[src/hdl/pdmr_defines.vh]
// Constants for the per-channel datapath mode router.
// Assumes inclusion by bare name from the router module; definitions only.
`ifndef PDMR_DEFINES_VH
`define PDMR_DEFINES_VH

// Line mode codes.
`define PDMR_MODE_LAN 2'h0
`define PDMR_MODE_WAN 2'h1
`define PDMR_MODE_GBE 2'h2

// Host interface codes.
`define PDMR_HOST_XAUI 2'h0
`define PDMR_HOST_RXAUI 2'h1
`define PDMR_HOST_GBE_L0 2'h2
`define PDMR_HOST_GBE_L3 2'h3

// Ingress route selector codes, one-hot.
`define PDMR_RT_PCS10 3'h1
`define PDMR_RT_WIS 3'h2
`define PDMR_RT_PCS1 3'h4

// Configuration state codes, one-hot.
`define PDMR_ST_IDLE 2'h1
`define PDMR_ST_RUN 2'h2

// Reset value of the configuration.
`define PDMR_CFG_RST 4'h0

`endif

[src/hdl/pdmr_router.v]
// Per-channel datapath mode router between line-side and host-side stages.
// Assumes all inputs synchronous to clock_i; external coding stages attach to the streams.
`timescale 1ns/10ps
`include "pdmr_defines.vh"

// What this block does
// - LAN ingress line data goes to 10G PCS.
// - WAN ingress line data passes WIS first.
// - Gigabit ingress line data goes to line PCS.
// - Optional timing, security, MAC stages or bypass.
// - 10G host output on four or two lanes.
// - RXAUI uses physical lanes zero and two.
// - Gigabit uses lane zero or three, both ways.
// - 10G egress aligns lanes then 10G PCS.
// - WAN egress framed by WIS before serializing.
// - Gigabit egress host PCS then line PCS.
// - 10G MAC only with security stage enabled.
// - Cross connect line to neighbour host only.
// - Rate buffer bridges line and host domains.
// - Flow-control buffer compensates when MACs enabled.
// - Two gigabit PCS instances, host and line.
// - 10G PCS path has sync and BER monitor.
// - WAN mode applies to both directions together.
module pdmr_router #(
    parameter DW = 64
) (
    // Clock and reset.
    input wire clock_i,
    input wire rstn_i,
    // Configuration, applied when cfg_load_i pulses.
    input wire cfg_load_i,
    input wire [1:0] cfg_mode_i,
    input wire [1:0] cfg_host_i,
    input wire cfg_ts_en_i,
    input wire cfg_sec_en_i,
    input wire cfg_mac_en_i,
    input wire cfg_xconn_en_i,
    // Ingress line data and neighbour line data.
    input wire [DW-1:0] line_rx_data_i,
    input wire line_rx_valid_i,
    input wire [DW-1:0] nbr_line_rx_data_i,
    input wire nbr_line_rx_valid_i,
    // Returns from the optional stages.
    input wire [DW-1:0] opt_ig_data_i,
    input wire [DW-1:0] opt_eg_data_i,
    // Egress host lanes.
    input wire [4*DW-1:0] host_rx_lanes_i,
    input wire [3:0] host_rx_valid_i,
    // Effective configuration seen by all stages.
    output wire [1:0] act_mode_o,
    output wire wan_rx_en_o,
    output wire wan_tx_en_o,
    output wire [2:0] ig_route_o,
    output wire ts_en_o,
    output wire sec_en_o,
    output wire mac_en_o,
    output wire fc_buf_sel_o,
    output wire rate_buf_sel_o,
    output wire host_pcs1_en_o,
    output wire line_pcs1_en_o,
    output wire pcs10_en_o,
    output wire [3:0] host_lane_en_o,
    // Ingress host lanes.
    output reg [4*DW-1:0] host_tx_lanes_o,
    output reg [3:0] host_tx_valid_o,
    // Egress line data.
    output reg [DW-1:0] line_tx_data_o,
    output reg line_tx_valid_o,
    // Stage activity.
    output wire cfg_active_o
);

    // ********************************************************************
    // Configuration register
    // ********************************************************************

    reg [1:0] state_ff; // One-hot configuration state.
    reg [1:0] mode_ff; // Line mode held for both directions.
    reg [1:0] host_ff; // Host interface type.
    reg ts_ff; // Time-stamping stage enable.
    reg sec_ff; // Security stage enable.
    reg mac_ff; // MAC stage enable.
    reg xconn_ff; // Cross connect enable.
    reg [1:0] nxt_host; // Host type made consistent with mode.
    reg nxt_mac; // MAC enable after the speed restriction.

    // Sanitise a requested configuration so that it is always legal.
    always @*
    begin
        nxt_host = cfg_host_i;
        nxt_mac = cfg_mac_en_i;
        if (cfg_mode_i == `PDMR_MODE_GBE)
        begin
            // Gigabit forces a single-lane host choice.
            if (cfg_host_i != `PDMR_HOST_GBE_L3)
            begin
                nxt_host = `PDMR_HOST_GBE_L0;
            end
        end
        else
        begin
            // 10G needs a multi-lane host interface and MAC only with security.
            if (cfg_host_i != `PDMR_HOST_RXAUI)
            begin
                nxt_host = `PDMR_HOST_XAUI;
            end
            nxt_mac = cfg_mac_en_i & cfg_sec_en_i;
        end
    end

    // A single per-channel register set; a reserved mode code falls to LAN.
    always @(posedge clock_i or negedge rstn_i)
    begin
        if (!rstn_i)
        begin
            state_ff <= `PDMR_ST_IDLE;
            mode_ff <= `PDMR_MODE_LAN;
            host_ff <= `PDMR_HOST_XAUI;
            {ts_ff, sec_ff, mac_ff, xconn_ff} <= `PDMR_CFG_RST;
        end
        else if (cfg_load_i)
        begin
            // Switching is not hitless; data in flight may be lost.
            state_ff <= `PDMR_ST_RUN;
            mode_ff <= (cfg_mode_i == 2'h3) ? `PDMR_MODE_LAN : cfg_mode_i;
            host_ff <= (cfg_mode_i == 2'h3) ? `PDMR_HOST_XAUI : nxt_host;
            ts_ff <= cfg_ts_en_i;
            sec_ff <= cfg_sec_en_i;
            mac_ff <= (cfg_mode_i == 2'h3) ? (cfg_mac_en_i & cfg_sec_en_i) : nxt_mac;
            xconn_ff <= cfg_xconn_en_i;
        end
    end

    // ********************************************************************
    // Decoded route controls
    // ********************************************************************

    wire is_wan = (mode_ff == `PDMR_MODE_WAN);
    wire is_gbe = (mode_ff == `PDMR_MODE_GBE);
    wire opt_used = ts_ff | sec_ff | mac_ff; // Any optional stage in the path.
    reg [2:0] route_sel; // One-hot ingress route.

    // Ingress first-stage selection follows the line mode.
    always @*
    begin
        case (mode_ff)
            `PDMR_MODE_WAN: route_sel = `PDMR_RT_WIS;
            `PDMR_MODE_GBE: route_sel = `PDMR_RT_PCS1;
            default: route_sel = `PDMR_RT_PCS10;
        endcase
    end

    assign act_mode_o = mode_ff;
    assign ig_route_o = route_sel;
    // One bit drives both directions so they can never disagree.
    assign wan_rx_en_o = is_wan;
    assign wan_tx_en_o = is_wan;
    assign ts_en_o = ts_ff;
    assign sec_en_o = sec_ff;
    assign mac_en_o = mac_ff;
    // The flow buffer replaces the plain rate buffer when MACs run.
    assign fc_buf_sel_o = mac_ff;
    assign rate_buf_sel_o = ~mac_ff;
    // Both gigabit PCS instances run together in gigabit mode.
    assign host_pcs1_en_o = is_gbe;
    assign line_pcs1_en_o = is_gbe;
    // The 10G PCS with sync and BER monitor runs for LAN and WAN.
    assign pcs10_en_o = ~is_gbe;
    assign cfg_active_o = state_ff[1];

    reg [3:0] lane_en; // Physical host lanes in use.

    // Lane usage per host interface type.
    always @*
    begin
        case (host_ff)
            `PDMR_HOST_RXAUI: lane_en = 4'h5;
            `PDMR_HOST_GBE_L0: lane_en = 4'h1;
            `PDMR_HOST_GBE_L3: lane_en = 4'h8;
            default: lane_en = 4'hf;
        endcase
    end
    assign host_lane_en_o = lane_en;

    // ********************************************************************
    // Ingress datapath
    // ********************************************************************

    wire [DW-1:0] ig_src = xconn_ff ? nbr_line_rx_data_i : line_rx_data_i;
    wire ig_vld = xconn_ff ? nbr_line_rx_valid_i : line_rx_valid_i;
    wire [DW-1:0] ig_core = opt_used ? opt_ig_data_i : ig_src;
    wire [DW-1:0] eg_pick = host_ff == `PDMR_HOST_GBE_L3 ? host_rx_lanes_i[4*DW-1:3*DW] : host_rx_lanes_i[DW-1:0];
    wire eg_vld_g = host_ff == `PDMR_HOST_GBE_L3 ? host_rx_valid_i[3] : host_rx_valid_i[0];
    wire eg_vld_r = host_rx_valid_i[0] & host_rx_valid_i[2];
    wire eg_vld_x = &host_rx_valid_i;
    genvar gi;

    // Per-lane ingress drive: data only on enabled lanes, the rest held at zero.
    generate
        for (gi = 0; gi < 4; gi = gi + 1)
        begin : g_lane
            always @(posedge clock_i or negedge rstn_i)
            begin
                if (!rstn_i)
                begin
                    host_tx_lanes_o[gi*DW +: DW] <= {DW{1'b0}};
                    host_tx_valid_o[gi] <= 1'b0;
                end
                else
                begin
                    host_tx_lanes_o[gi*DW +: DW] <= lane_en[gi] ? ig_core : {DW{1'b0}};
                    host_tx_valid_o[gi] <= lane_en[gi] & ig_vld & state_ff[1];
                end
            end
        end
    endgenerate

    // ********************************************************************
    // Egress datapath
    // ********************************************************************

    // Egress never takes neighbour data: the cross connect is one-way.
    always @(posedge clock_i or negedge rstn_i)
    begin
        if (!rstn_i)
        begin
            line_tx_data_o <= {DW{1'b0}};
            line_tx_valid_o <= 1'b0;
        end
        else
        begin
            line_tx_data_o <= opt_used ? opt_eg_data_i : eg_pick;
            case (host_ff)
                `PDMR_HOST_RXAUI: line_tx_valid_o <= eg_vld_r & state_ff[1];
                `PDMR_HOST_XAUI: line_tx_valid_o <= eg_vld_x & state_ff[1];
                default: line_tx_valid_o <= eg_vld_g & state_ff[1];
            endcase
        end
    end

endmodule // pdmr_router

[config.mk]
export PLATFORM = sky130hd
export DESIGN_NAME = pdmr_router
export DESIGN_NICKNAME = d
export VERILOG_FILES = /design/src/hdl/pdmr_router.v
export VERILOG_INCLUDE_DIRS = /design/src /design/src/hdl
export SDC_FILE = /design/constraint.sdc
export NUM_CORES = 1
export LEC_CHECK = 0
export BUFFER_PORTS_ARGS = -buffer_cell sky130_fd_sc_hd__buf_2
export CAP_MARGIN = 15
export CORE_AREA = 3 3 336 338
export CTS_CLUSTER_DIAMETER = 150
export CTS_CLUSTER_SIZE = 12
export DETAILED_ROUTE_END_ITERATION = 12
export DIE_AREA = 0 0 339 341
export GPL_ROUTABILITY_DRIVEN = 0
export PLACE_DENSITY_LB_ADDON = 0.15
export RECOVER_POWER = 25
export SYNTH_ARGS = -nofsm -noshare
export SYNTH_HDL_FRONTEND = slang
export SYNTH_SLANG_ARGS = --single-unit
[constraint.sdc]
create_clock -name clock_i -period 5.21 [get_ports clock_i]
set_input_delay 1.042 -clock clock_i [delete_from_list [all_inputs] [get_ports clock_i]]
set_output_delay 1.042 -clock clock_i [all_outputs]
set_load 0.005 [all_outputs]
==> After elaboration in Yosys (flattened, before gate mapping) <==
Index checks and enable logic that the tools add are counted.
{ "word_totals": {"word_cells": 65, "out_inout_bits": 345, "ff_bits": 335, "inputBits": 529} }
{ "classes": {"reduce_logical": 2, "n_mux": 20, "eq_ne": 9, "bitwise": 17} }
{ "op_table": {"columns": ["operator", "count"], "rows": [
  ["two-way mux 64 bit", 8],
  ["AND 1 bit", 13],
  ["one-hot mux 4 bit (3 select lines)", 1],
  ["== test 2 bit, second input constant", 5],
  ["two-way mux 2 bit", 5],
  ["one-hot mux 3 bit (2 select lines)", 1],
  ["== test 2 x 1 -> 1 bit, second input constant", 2],
  ["two-way mux 1 bit", 4],
  ["AND reduction 4 bit", 1],
  ["zero test 2 bit", 1],
  ["inequality test 2 x 1 -> 1 bit, second input constant", 1],
  ["inequality test 2 bit, second input constant", 1],
  ["NOT 1 bit", 2],
  ["bitwise OR 1 bit", 2],
  ["one-hot mux 1 bit (2 select lines)", 1]
]} }

==> Logic depth before layout (Yosys ltp) <==
{ "logic_depth": {"depth_word": 4, "ltp_mapped": 6, "ltp_nobuf": 5} }

==> Worst setup path after synthesis <==
No wires, ideal clock.
{ "synth_path": {"kind": "reg-to-output", "start": "register host_ff[0]", "end": "output host_lane_en_o[2]", "arrival_ns": 1.489, "path_slack_ns": 2.679, "required_time_ns": 4.168, "n_path_buf": 2, "stages_incl_launch_ff": 7, "path_cell_list": "dfrtp_1 -> inv_1 -> ha_1 -> nor2_1 -> clkbuf_1 -> clkbuf_1 -> inv_1"} }
{ "synth_via": {"elab_chain_len": 2, "word_cells_on_any_way": 4, "classes_between": "eq/ne: 3; mux: 1"} }
{ "synth_lines": {"columns": ["element", "line", "rtl"], "rows": [
  ["start, declared", "pdmr_router.v:79", "reg [1:0] host_ff;"],
  ["start signal, assigned", "pdmr_router.v:118", "host_ff <= `PDMR_HOST_XAUI;"],
  ["start signal, assigned", "pdmr_router.v:126", "host_ff <= (cfg_mode_i == 2'h3) ? `PDMR_HOST_XAUI : nxt_host;"],
  ["== test 2 bit or == test 2 x 1 -> 1 bit (tied branches)", "pdmr_router.v:176", "case (host_ff)"],
  ["one-hot mux 4 bit (3 select lines) *", "pdmr_router.v:176", null],
  ["end, declared", "pdmr_router.v:62", "output wire [3:0] host_lane_en_o,"]
]} }
Every way passes the cells marked *; elsewhere a longest branch is shown, timed or not.

==> results.sh <==
export IMPL_hp_class="register to register"
export IMPL_start_util=0.1155
export IMPL_slowest_delay_ns=1.77
export IMPL_io_pins=874
export IMPL_post_route_util=0.1721
export IMPL_final_min_clock_period_ns=3.536
export IMPL_avgSynthCellArea_um2=12.44
export IMPL_yosys_area_top_type="dfrtp_1"
export IMPL_endpoint_kind="async pin"
export IMPL_yosys_register_bits=334
export IMPL_worst_path_max_delay_cell="clkbuf_2"
export IMPL_grt_util_all_layers=0.1047
export IMPL_switching_share=0.2997
export IMPL_port_buffers=745
export IMPL_syn_nets=1561
export IMPL_violations="max-capacitance violations, max-slew violations"
export IMPL_grt_overflow=0
export IMPL_ctsLongestPathBuffers=3
export IMPL_p_leak_nw=9.083
export IMPL_relSlewSlack=-0.7514
export IMPL_async_reset_ff_frac=1.000
export IMPL_wl_met1_mm=25.52
export IMPL_synth_edf_count=0
export IMPL_fin_cells=3245
export IMPL_max_vdd_ir_drop_mv=0.2507
export IMPL_tightest_slew_ns=2.627
export IMPL_p_total_mw=6.518
export IMPL_drt_wl_total_mm=63.13
export IMPL_num_vias=10320
export IMPL_grt_pass1_vias=11160
export IMPL_drcViolationCount=0
export IMPL_synth_top_cell_area_share=0.6555
export IMPL_first_pass_iters=4
export IMPL_hold_path_depth=1
export IMPL_dieArea_mm2=0.1156
export IMPL_hold_viol=0
export IMPL_switchingPower_mw=1.954
export IMPL_ys_seq_area_frac=0.6555
export IMPL_setup_viol=0
export IMPL_syn_cell_area_mm2=0.01275
export IMPL_routed_top_layer="met5"
export IMPL_path_buf_inv=2
export IMPL_antenna_left=0
export IMPL_placed_area_mm2=0.01821
export IMPL_yosysUniqueCellTypes=23
export IMPL_final_cell_mix="buf_2 (743), dfrtp_1 (333), nor2_1 (261)"
export IMPL_post_cts_buffers=0
export IMPL_die_x_um=339
export IMPL_rows=122
export IMPL_cts_sinks=334
export IMPL_cp_cell_sequence="clkbuf_2 > clkbuf_1"
export IMPL_fin_area_mm2=0.01899
export IMPL_synth_area_leaders="dfrtp_1 (66%), mux2i_1 (10%), nor2_1 (7.7%)"
export IMPL_grt_max_degree=111
export IMPL_cts_resized=0
export IMPL_dr_wl_met3_mm=5.414
export IMPL_hpwl_mm=48.80
export IMPL_maxCapViolCount=2
export IMPL_drt_initial_drc_count=291
export IMPL_cp_depth=2
export IMPL_fin_nets=2288
export IMPL_status="finished, violations left"
export IMPL_pwr_share_seq=0.466
export IMPL_die_h_um=341
export IMPL_dp_cells=3207
export IMPL_critPathArrivalTime_ns=4.01
export IMPL_critPathTopFamily="buffers and inverters"
export IMPL_wl_met2_mm=30.81
export IMPL_rr_worst_depth=4
export IMPL_clockRootBuffer="clkbuf_16"
export IMPL_crit_required_ns=5.69
export IMPL_path_clk_slew_ns=0.07
export IMPL_drive_gt1_frac=0.4957
export IMPL_grt_pass1_wl_mm=87.27
export IMPL_coreArea_mm2=0.1104
export IMPL_skew_ns=0.03125
export IMPL_drv_slew=114
export IMPL_hold_buffers=0
export IMPL_crit_type="input port to async pin"
export IMPL_cts_tree="built"
export IMPL_combPwrFrac=0.215
export IMPL_rsz0062_at_grt="no"
export IMPL_cts_buffers=31
export IMPL_viasPerCell=3.182
export IMPL_finalCritPeriodShare=0.6787
export IMPL_synth_ff_type="dfrtp_1"
export IMPL_setup_tns_ns=0
export IMPL_power_share_clock=0.319
export IMPL_critical_path_startpoint_type="input port"
export IMPL_areaGrowthSynthToFinish_pct=48.94
export IMPL_p_int_mw=4.565
export IMPL_h_tree_depth=1
export IMPL_clock_latency_ns=0.62
export IMPL_fmax_ghz=0.2828
export IMPL_cp_max_fo=89
export IMPL_final_common_cell="buf_2"
export IMPL_p_per_area_mw_per_mm2=343.2
export IMPL_synthCells=1025
export IMPL_grt_antenna_before_repair=16
export IMPL_routedWlPerCell_um=19.46
export IMPL_yosys_warnings=0
[state kept, by name (all words and copies together) (netlist names)]
register / flops
host_tx_lanes_o: 256
line_tx_data_o: 64
host_tx_valid_o: 4
act_mode_o: 2
host_ff: 2
fc_buf_sel_o: 1
line_tx_valid_o: 1
sec_en_o: 1
state_ff: 1
ts_en_o: 1
xconn_ff: 1
[routing by layer]
layer / track usage / vias up
met5: 0 / -
met4: 0.02343 / 8
met3: 0.03830 / 67
met2: 0.1799 / 450
met1: 0.1244 / 5030
li1: - / 4769
[cell type report]
| cell class | instances | area (µm²) |
|---|---|---|
| fillers | 12460 | 91370 |
| flip-flops and latches | 334 | 8362 |
| multi-input cells | 613 | 4011 |
| repair buffers | 763 | 3909 |
| well taps | 1488 | 1862 |
| clock buffers | 33 | 783.3 |
| inverters | 9 | 33.78 |
| clock inverters | 1 | 20.02 |
| diodes | 4 | 10.01 |
[Yosys cell counts (2+ instances only)]
| cell | number |
|---|---|
| a21oi_1 | 65 |
| buf_2 | 16 |
| buf_4 | 14 |
| buf_6 | 9 |
| clkbuf_1 | 30 |
| dfrtp_1 | 334 |
| ha_1 | 7 |
| inv_1 | 9 |
| mux2_2 | 68 |
| mux2i_1 | 128 |
| nand2_1 | 4 |
| nor2_1 | 262 |
| nor2b_1 | 65 |
| o21ai_0 | 4 |
| o22ai_1 | 2 |
[through the flow]
stage          hold slack [ns]  worst slack [ns]
2_1_floorplan           0.5430             2.679
3_3_place_gp            0.5845             2.445
3_5_place_dp            0.5930             2.487
4_1_cts                 0.4602             1.869
5_1_grt                 0.5954            0.9463
6_report                0.6066             1.674
[power by group through the flow]
stage	logic, mW	registers, mW	clock network [mW]
finish	1.40	3.04	2.08
global route	1.57	3.07	2.31
CTS	1.48	3.04	2.24
detailed placement	1.48	3.09	0
global placement	1.48	3.09	0
floorplan	0.491	3.12	0
[path summary, 6_finish.rpt]
path	startpoint	end	slack, ns
worst max-delay path	rstn_i	host_tx_lanes_o[31]$_DFF_PN0_	1.67
max in group clock_i	host_ff[0]$_DFFE_PN0P_	line_tx_data_o[8]$_DFF_PN0_	2.01
min in group asynchronous	rstn_i	line_tx_data_o[21]$_DFF_PN0_	1.20
worst min register to register	sec_en_o$_DFFE_PN0P_	sec_en_o$_DFFE_PN0P_	0.61
worst min-delay path	sec_en_o$_DFFE_PN0P_	sec_en_o$_DFFE_PN0P_	0.61
worst max register to register	host_ff[0]$_DFFE_PN0P_	line_tx_data_o[8]$_DFF_PN0_	2.01
[kinds of logic (layout without fill, tap and decap cells)]
logic type / Yosys count / in the layout / synth area share
and+or+nand+nor: 336 / 336 / 0.1129
adders and majority gates: 7 / 7 / 0.006868
other: 0 / 4 / 0
AOI/OAI and AO/OA: 73 / 73 / 0.02914
buffers and inverters: 78 / 806 / 0.03395
muxes: 197 / 197 / 0.1616
DFF: 334 / 334 / 0.6555
Note: power is estimated with default switching activity, not from simulation.
